===== src/rtl/scrub_spare_consts.vh =====
/*
 * constants for the scrub and spare status register bank: offsets,
 * field positions, reset values and configuration address width.
 * assumes it is included by bare name from the status register bank design file.
 */
`ifndef SCRUB_SPARE_CONSTS_VH
`define SCRUB_SPARE_CONSTS_VH

// ============================================================
// register offsets (byte addresses in configuration space)
`define CFG_ADDR_W           12
`define OFS_SPARE_SCRUB_STAT 12'h094
`define OFS_SCRUB_ADDR_LOW   12'h900
`define OFS_SCRUB_ADDR_HIGH  12'h910

// ============================================================
// spare_scrub_status fields
`define BIT_SPARE_ACTIVE     0
`define BIT_SPARE_DONE       1
`define BIT_PATROL_DONE      2

// ============================================================
// scrub_address_high fields
`define POS_CHAN_LO          16
`define POS_CHAN_HI          17
`define POS_RANK_LO          12
`define POS_RANK_HI          15
`define BIT_MIRR_PRI         11
`define POS_OFS_HI_LO        0
`define POS_OFS_HI_HI        8

// ============================================================
// reset values
`define RST_RANK_OFFSET      32'h00000000
`define RST_CHAN             2'h0
`define RST_RANK             4'h0
`define RST_MIRR_PRI         1'h1
`define RST_OFS_HI           9'h000
`define RST_WORD             32'h00000000

`endif


===== src/rtl/scrub_spare_status_regs.v =====
/*
 * status and address register bank of the patrol scrub and rank
 * spare-copy engines, reached by word-wide configuration accesses.
 * assumes the scrub, self-test and copy engines run on mclk and give
 * single-cycle event pulses; the kick set strobe comes from the
 * neighbouring scrub control register.
 */
// Notes on behaviour
// - set pass-done flag at end of patrol pass
// - pass-done flag cleared only by writing one
// - clearing pass-done leaves patrol engine untouched
// - set copy-done flag when spare copy completes
// - new spare enable clears copy-done flag
// - update interleave target before releasing home block
// - set copy-active flag when copy starts
// - clear copy-active on completion or failure
// - low address holds last issued rank offset
// - self-test errors capture failing address
// - kick scrubs the software-written address, channel and rank zeroed in system mode, mirror bit in legacy
// - channel field: last issued, writable, legacy only
// - rank field: last issued, writable, legacy only
// - mirror-primary bit resets one, system mode only
// - upper offset field: last issued and writable
// - kick bit self-clears once scrub issued
`timescale 1ns/1ps
`default_nettype none
`include "scrub_spare_consts.vh"

module scrub_spare_status_regs #(
	parameter RANK_W = 3
) (
	// clock and reset
	input  wire                   mclk,
	input  wire                   rst_n,
	// configuration access
	input  wire [`CFG_ADDR_W-1:0] cfg_addr,
	input  wire                   cfg_wr,
	input  wire                   cfg_rd,
	input  wire [31:0]            cfg_wdata,
	output reg  [31:0]            cfg_rdata,
	output reg                    cfg_rack,
	// patrol mode
	input  wire                   system_addr_mode,
	// patrol engine events
	input  wire                   patrol_pass_end,
	input  wire                   scrub_issued,
	input  wire [31:0]            issued_rank_offset,
	input  wire [1:0]             issued_chan,
	input  wire [3:0]             issued_rank,
	input  wire                   issued_mirr_pri,
	input  wire [8:0]             issued_offset_hi,
	// memory self test
	input  wire                   selftest_active,
	input  wire                   selftest_error,
	input  wire [31:0]            fail_rank_offset,
	input  wire [1:0]             fail_chan,
	input  wire [3:0]             fail_rank,
	input  wire                   fail_mirr_pri,
	input  wire [8:0]             fail_offset_hi,
	// scrub kick
	input  wire                   scrub_kick_set,
	output reg                    scrub_kick,
	output reg  [31:0]            kick_rank_offset,
	output reg  [1:0]             kick_chan,
	output reg  [3:0]             kick_rank,
	output reg                    kick_mirr_pri,
	output reg  [8:0]             kick_offset_hi,
	// spare copy engine
	input  wire                   spare_enable_new,
	input  wire                   spare_start,
	input  wire                   spare_finish,
	input  wire                   spare_fail,
	input  wire [RANK_W-1:0]      dst_rank,
	output wire                   rank_interleave_target_we,
	output wire [RANK_W-1:0]      rank_interleave_target_rank,
	output wire                   request_home_release
);

	// ============================================================
	// address decode
	wire hit_stat = (cfg_addr == `OFS_SPARE_SCRUB_STAT); // status word
	wire hit_low  = (cfg_addr == `OFS_SCRUB_ADDR_LOW);   // low address
	wire hit_high = (cfg_addr == `OFS_SCRUB_ADDR_HIGH);  // high address
	wire wr_stat  = cfg_wr & hit_stat;                   // status write
	wire wr_low   = cfg_wr & hit_low;                    // low write
	wire wr_high  = cfg_wr & hit_high;                   // high write

	// ============================================================
	// stored state
	reg        patrol_done;  // patrol pass complete, write one clear
	reg [31:0] rank_offset;  // low scrub address
	reg [1:0]  chan;         // channel of last or next scrub
	reg [3:0]  rank;         // physical rank of last or next scrub
	reg        mirr_pri;     // primary copy indicator
	reg [8:0]  offset_hi;    // upper rank offset bits

	wire spare_active;       // copy in progress, from tracker
	wire spare_done;         // copy complete, from tracker

	// legacy mode is the complement of system-address mode
	wire legacy_mode = ~system_addr_mode;

	// capture: a self-test error wins over a patrol issue, as the
	// engines are not expected to run together
	wire cap_fail  = selftest_active & selftest_error;
	wire cap_issue = scrub_issued & ~cap_fail;

	// ============================================================
	// patrol pass flag
	// set wins over a same-cycle write-one clear so no pass is lost;
	// this flag feeds nothing back to the patrol engine
	always @(posedge mclk) begin
		if (!rst_n) begin
			patrol_done <= 1'b0;
		end else if (patrol_pass_end) begin
			patrol_done <= 1'b1;
		end else if (wr_stat && cfg_wdata[`BIT_PATROL_DONE]) begin
			patrol_done <= 1'b0;
		end
	end

	// ============================================================
	// low scrub address
	// hardware capture beats a software write; software is meant to
	// stop patrol first, so a collision is its own fault
	always @(posedge mclk) begin
		if (!rst_n) begin
			rank_offset <= `RST_RANK_OFFSET;
		end else if (cap_fail) begin
			rank_offset <= fail_rank_offset;
		end else if (cap_issue) begin
			rank_offset <= issued_rank_offset;
		end else if (wr_low) begin
			rank_offset <= cfg_wdata;
		end
	end

	// ============================================================
	// high scrub address fields
	// channel and rank track issues only in legacy mode, mirror bit
	// only in system-address mode; the upper offset always tracks
	always @(posedge mclk) begin
		if (!rst_n) begin
			chan      <= `RST_CHAN;
			rank      <= `RST_RANK;
			mirr_pri  <= `RST_MIRR_PRI;
			offset_hi <= `RST_OFS_HI;
		end else if (cap_fail) begin
			chan      <= fail_chan;
			rank      <= fail_rank;
			mirr_pri  <= fail_mirr_pri;
			offset_hi <= fail_offset_hi;
		end else if (cap_issue) begin
			if (legacy_mode) begin
				chan <= issued_chan;
				rank <= issued_rank;
			end else begin
				mirr_pri <= issued_mirr_pri;
			end
			offset_hi <= issued_offset_hi;
		end else if (wr_high) begin
			chan      <= cfg_wdata[`POS_CHAN_HI:`POS_CHAN_LO];
			rank      <= cfg_wdata[`POS_RANK_HI:`POS_RANK_LO];
			mirr_pri  <= cfg_wdata[`BIT_MIRR_PRI];
			offset_hi <= cfg_wdata[`POS_OFS_HI_HI:`POS_OFS_HI_LO];
		end
	end

	// ============================================================
	// scrub kick
	// the kick address is latched at the set strobe so the engine
	// scrubs exactly what software wrote even if a capture follows;
	// a set arriving with the issue pulse is kept, set wins
	always @(posedge mclk) begin
		if (!rst_n) begin
			scrub_kick       <= 1'b0;
			kick_rank_offset <= `RST_RANK_OFFSET;
			kick_chan        <= `RST_CHAN;
			kick_rank        <= `RST_RANK;
			kick_mirr_pri    <= 1'b0;
			kick_offset_hi   <= `RST_OFS_HI;
		end else if (scrub_kick_set) begin
			scrub_kick       <= 1'b1;
			kick_rank_offset <= rank_offset;
			// fields outside the active mode are presented as zero
			kick_chan        <= legacy_mode ? chan : `RST_CHAN;
			kick_rank        <= legacy_mode ? rank : `RST_RANK;
			kick_mirr_pri    <= legacy_mode ? 1'b0 : mirr_pri;
			kick_offset_hi   <= offset_hi;
		end else if (scrub_kick && scrub_issued) begin
			scrub_kick <= 1'b0;
		end
	end

	// ============================================================
	// read data, one cycle after the read strobe
	// unmapped offsets and unlisted bits return zero
	reg [31:0] next_rdata; // read word before registering

	always @* begin
		next_rdata = `RST_WORD;
		if (hit_stat) begin
			next_rdata[`BIT_SPARE_ACTIVE] = spare_active;
			next_rdata[`BIT_SPARE_DONE]   = spare_done;
			next_rdata[`BIT_PATROL_DONE]  = patrol_done;
		end else if (hit_low) begin
			next_rdata = rank_offset;
		end else if (hit_high) begin
			next_rdata[`POS_CHAN_HI:`POS_CHAN_LO]     = chan;
			next_rdata[`POS_RANK_HI:`POS_RANK_LO]     = rank;
			next_rdata[`BIT_MIRR_PRI]                 = mirr_pri;
			next_rdata[`POS_OFS_HI_HI:`POS_OFS_HI_LO] = offset_hi;
		end
	end

	// read return register; data holds until the next read
	always @(posedge mclk) begin
		if (!rst_n) begin
			cfg_rdata <= `RST_WORD;
			cfg_rack  <= 1'b0;
		end else begin
			cfg_rack <= cfg_rd;
			if (cfg_rd) begin
				cfg_rdata <= next_rdata;
			end
		end
	end

	// ============================================================
	// spare copy tracker
	// the two status bits are read only, so writes never reach it
	spare_copy_tracker #(
		.RANK_W(RANK_W)
	) u_tracker (
		.mclk                        (mclk),
		.rst_n                       (rst_n),
		.spare_enable_new            (spare_enable_new),
		.spare_start                 (spare_start),
		.spare_finish                (spare_finish),
		.spare_fail                  (spare_fail),
		.dst_rank                    (dst_rank),
		.rank_interleave_target_we   (rank_interleave_target_we),
		.rank_interleave_target_rank (rank_interleave_target_rank),
		.request_home_release        (request_home_release),
		.spare_active                (spare_active),
		.spare_done                  (spare_done)
	);

endmodule

`default_nettype wire


===== src/rtl/spare_copy_tracker.v =====
/*
 * spare-copy progress tracker: keeps the active and done flags and
 * sequences the rank interleave target update ahead of the release of
 * the request home block at the end of a copy.
 * assumes all inputs are single-cycle pulses on mclk from the copy
 * engine, which is on the same clock.
 */
`timescale 1ns/1ps
`default_nettype none

module spare_copy_tracker #(
	parameter RANK_W = 3
) (
	// clock and reset
	input  wire              mclk,
	input  wire              rst_n,
	// copy engine events
	input  wire              spare_enable_new,
	input  wire              spare_start,
	input  wire              spare_finish,
	input  wire              spare_fail,
	input  wire [RANK_W-1:0] dst_rank,
	// target update and release
	output reg               rank_interleave_target_we,
	output reg  [RANK_W-1:0] rank_interleave_target_rank,
	output reg               request_home_release,
	// status flags
	output reg               spare_active,
	output reg               spare_done
);

	// ============================================================
	// state encoding, one-hot
	localparam [3:0] ST_IDLE = 4'h1;
	localparam [3:0] ST_COPY = 4'h2;
	localparam [3:0] ST_UPD  = 4'h4;
	localparam [3:0] ST_REL  = 4'h8;

	reg [3:0] state;       // current sequencer state
	reg [3:0] next_state;  // next sequencer state

	// next-state logic; a failure aborts without touching the target
	always @* begin
		next_state = state;
		case (state)
			ST_IDLE: begin
				if (spare_start) begin
					next_state = ST_COPY;
				end
			end
			ST_COPY: begin
				if (spare_fail) begin
					next_state = ST_IDLE;
				end else if (spare_finish) begin
					next_state = ST_UPD;
				end
			end
			ST_UPD: begin
				next_state = ST_REL;
			end
			ST_REL: begin
				next_state = ST_IDLE;
			end
			default: begin
				next_state = ST_IDLE;
			end
		endcase
	end

	// state register and flag updates
	always @(posedge mclk) begin
		if (!rst_n) begin
			state                       <= ST_IDLE;
			spare_active                <= 1'b0;
			spare_done                  <= 1'b0;
			rank_interleave_target_we   <= 1'b0;
			rank_interleave_target_rank <= {RANK_W{1'b0}};
			request_home_release        <= 1'b0;
		end else begin
			state <= next_state;
			// target written one cycle before the release pulse
			rank_interleave_target_we <= (state == ST_UPD);
			request_home_release      <= (state == ST_REL);
			if (state == ST_UPD) begin
				rank_interleave_target_rank <= dst_rank;
			end
			// active rises on start, falls on completion or failure
			if (state == ST_IDLE && spare_start) begin
				spare_active <= 1'b1;
			end else if (state == ST_REL ||
			             (state == ST_COPY && spare_fail)) begin
				spare_active <= 1'b0;
			end
			// done: completion set wins over the clear of a new enable
			if (state == ST_REL) begin
				spare_done <= 1'b1;
			end else if (spare_enable_new) begin
				spare_done <= 1'b0;
			end
		end
	end

endmodule

`default_nettype wire


===== config.mk =====
export PLATFORM = sky130hd
export DESIGN_NAME = scrub_spare_status_regs
export DESIGN_NICKNAME = d
export VERILOG_FILES = /design/src/rtl/scrub_spare_status_regs.v /design/src/rtl/spare_copy_tracker.v
export VERILOG_INCLUDE_DIRS = /design/src /design/src/rtl
export SDC_FILE = /design/constraint.sdc
export NUM_CORES = 1
export LEC_CHECK = 0
export ABC_AREA = 1
export BUFFER_PORTS_ARGS = -buffer_cell sky130_fd_sc_hd__buf_2
export CAP_MARGIN = 20
export CORE_ASPECT_RATIO = 1.2
export CORE_UTILIZATION = 53
export CTS_CLUSTER_DIAMETER = 150
export DETAILED_ROUTE_END_ITERATION = 16
export PLACE_DENSITY = 0.86
export SLEW_MARGIN = 5
export SYNTH_ARGS = -nofsm -noshare
export SYNTH_HDL_FRONTEND = slang
export SYNTH_SLANG_ARGS = --single-unit
export TNS_END_PERCENT = 1

===== constraint.sdc =====
create_clock -name mclk -period 4.7 [get_ports mclk]
set_clock_uncertainty 0.15 [all_clocks]
set_input_delay 0.94 -clock mclk [delete_from_list [all_inputs] [get_ports mclk]]
set_output_delay 0.94 -clock mclk [all_outputs]
set_load 0.02 [all_outputs]

==> summary.md <==
| Metric | Value |
|---|---|
| Util after Layout | 69.4% |
| Ordered list of cells on the worst path | buf_2, nand2_2, nand2_2, inv_2, nand2_1, nand3_1, nand2_1, nor2_1 |
| IO Port Bufs | 243 |
| FP Rows | 43 |
| Int Power | 2150 µW |
| FF-to-FF Start | u_tracker.state[2] |
| CP required | 4.89 ns |
| Startpoint types | input pin |
| Max IR drop VDD | 0.216 mV |
| Via Count | 6804 |
| Vias/cell | 5.24 |
| Sequential share of power | 44.7% |
| # DRC | 0 |
| Area growth from synthesis to layout | 27.7% |
| Syn. warnings | 0 |
| Netlist cell types | 30 |
| Final min period | 2.79 ns |
| WP depth | 8 |
| Reg2Reg Setup Slack | 3.11 ns |
| Maxcap violations | 0 |
| Power per Cell Area | 369 nW/µm² |
| Most used DFF post-synth | dfxtp_1 |
| R2R Path End | u_tracker.state[2] |
| Yosys top cell area share | 45.2% |
| Count leader, synth | nand2_1 |
| Power share of the combinational group | 13.5% |
| PostCTS Resize Cnt | 0 |
| Clk pwr share | 41.8% |
| Number of synthesized flops with an enable pin | 0 |
| Root buf cell | clkbuf_16 |
| Critical path class | input pin to flip-flop |
| RSZ-0062 raised after global routing | false |
| Worst Tran Pin Value | 1.06 ns |
| Clock sink count | 142 |
| CP top delay family | simple AND/OR/NAND/NOR gates |
| Synth async-reset ratio | 0% |
| Synth area leader | dfxtp_1 |
| GR Overflow Total | 0 |
| Routed Wire Length | 19.0 mm |
| Fill cell count | 1034 |
| DRT antenna net count | 0 |
| Area contributors post-synth | dfxtp_1, nand2_1, nor2_1, o21ai_0, a21oi_1 |
| Worst-path fanout max | 40 |
| Die Area | 12300 µm² |
| Hold_buf cts | 0 |
| Starting Density | 54.4% |
| Slew Viols, Final | 0 |
| Layout Nets | 1284 |
| DR iter-0 viols | 484 |
| Hold path startpoint | cfg_rdata[14] |
| Final hold vios | 0 |
| Die X | 101 µm |
| Reg2reg path depth | 6 |
| Final setup vio count | 0 |
| Post-Syn Area | 6290 µm² |
| Mapped Nets | 1075 |
| GRT Total Usage | 31.4% |
| Pin count of the biggest net entering global routing | 82 |
| Flops & latches, synth | 142 |
| Avg Inst Size Synth | 6.85 µm² |
| WP buf/inv | 2 |
| Hold Crit Depth | 2 |
| Sw Ratio | 27.5% |
| Pre-antenna DRT Iters | 6 |
| Core area | 11600 µm² |
| Outcome | finished clean |
| Footprint of the multi-input gates | 3010 µm² |
| Top cells by count, synth | nand2_1, nor2_1, dfxtp_1, o21ai_0, a21oi_1 |
| WL per Instance | 14.6 µm |
| Worst-Skew Late Latency | 0.41 ns |
| Slowest cell on crit path | inv_2 |
| First-pass GRT wire length | 29.7 mm |
| CTS H-tree lvls | 4 |
| Fmax achieved | 359 MHz |
| Initial antenna violation count | 1 |
| Hold WC Path Type | flip-flop to flip-flop |
| RePlAce Congestion | 0.870 |
| Clock transition at path regs | 0.06 ns |
| CTS tree | built |
| Fraction of layout cells with a size suffix above 1 | 27.1% |
| Net Sw Power | 814 µW |
| Part of the Yosys area used for sequential elements | 45.2% |
| Slew HR | 29.2% |
| Critical Path AT | 2.98 ns |
| DPL Wire Length | 13.4 mm |
| Min-Delay Endpoint | cfg_rdata[14] |
| Cts bufs inserted | 17 |
| Critical path's largest stage delay | 0.60 ns |
| # Post-CTS Setup Buffers | 0 |
| Final period utilization | 59.3% |
| Vias in the first global route | 6272 |
| Setup TNS Final | 0 ns |
| FF/Latch Area | 2840 µm² |
| Die Y | 121 µm |
| Bufs on Longest Clock Path | 2 |
| Leak | 0.00393 µW |
| Synth Instances | 918 |
| I/O pin cnt | 244 |
| CP Capture Type | flip-flop |
## through the flow
step / power, µW / worst slack, ns / hold slack (ns) / cells / area [µm²]
final: 2960 / 1.91 / 0.308 / 1298 / 8030
after global routing: 3080 / 1.70 / 0.328 / 1298 / 8030
after CTS: 2970 / 1.95 / 0.311 / 1296 / 8000
after detailed placement: 1740 / 1.53 / 0.302 / 1264 / 7450
after global placement: 1730 / 1.63 / 0.294 / 1264 / 7450
after floorplan: 1580 / 2.54 / 0.294 / 918 / 6290
## layout by cell type (no fill, tap or decap), types with 2 or more instances in the layout
cell,instances
a31oi_1,2
nand3_2,2
dfxtp_1,142
or2_2,2
o22ai_1,8
a21oi_1,76
nand3_1,57
nand2_2,4
nor2_1,184
o21ai_1,7
buf_2,243
nand4_1,2
nor2_2,11
clkinv_4,3
clkbuf_1,2
inv_1,34
buf_4,3
nor2_4,3
clkinv_2,3
clkinvlp_4,5
o21ai_0,95
inv_2,7
o211ai_1,8
clkbuf_16,17
nand2_1,210
## worst max-delay path by stage
| stage | start | end |
|---|---|---|
| 6_report | selftest_active | rank[0] |
| 5_1_grt | selftest_active | offset_hi[6] |
| 4_1_cts | selftest_active | rank[0] |
| 3_5_place_dp | selftest_active | rank[0] |
| 3_3_place_gp | selftest_active | chan[1] |
| 2_1_floorplan | cfg_addr[9] | rank_offset[11] |
## per-layer routing
layer	track usage (%)	wire [µm]	up-vias	part of all wire (%)
met5	0	0	-	0
met4	14.8	688	0	3.6
met3	6.34	1480	46	7.8
met2	53.1	9120	331	48
met1	37.9	7700	3033	41
li1	-	-	3394	-
## kinds of logic after synthesis
kind of cell    count (synthesis)  synth area share (%)
compound gates                197                  16.3
simple gates                  480                  31.6
buf+inv                        99                  6.90
flops                         142                  45.2
## power groups by stage
stage	registers (µW)	logic, µW	clock network [µW]
2_1_floorplan	1370	216	0
3_3_place_gp	1350	387	0
3_5_place_dp	1350	394	0
4_1_cts	1320	397	1250
5_1_grt	1330	445	1300
6_report	1320	399	1240
## sequential cells by signal, indices dropped and copies added (netlist names), 4 cells and up
name,flops
offset_hi,9
rank,4
kick_rank,4
cfg_rdata,32
rank_offset,32
kick_rank_offset,32
u_tracker.state,4
kick_offset_hi,9
## worst reg2reg max path, delay by kind of cell, from the launching register on
kind	cells	cell delay, ns
AND/OR/NAND/NOR	6	0.97
flip-flops	1	0.32
## final cells by class
class / instances / share of cell area [%]
multi-input combinational: 677 / 37.5
sequential: 142 / 35.4
timing repair buffer: 247 / 15.8
clock buffer: 19 / 5.39
tap: 157 / 2.45
inverter: 42 / 1.96
clock inverter: 13 / 1.47
antenna: 1 / 0.0312
Note: power is estimated with default switching activity, not from simulation.
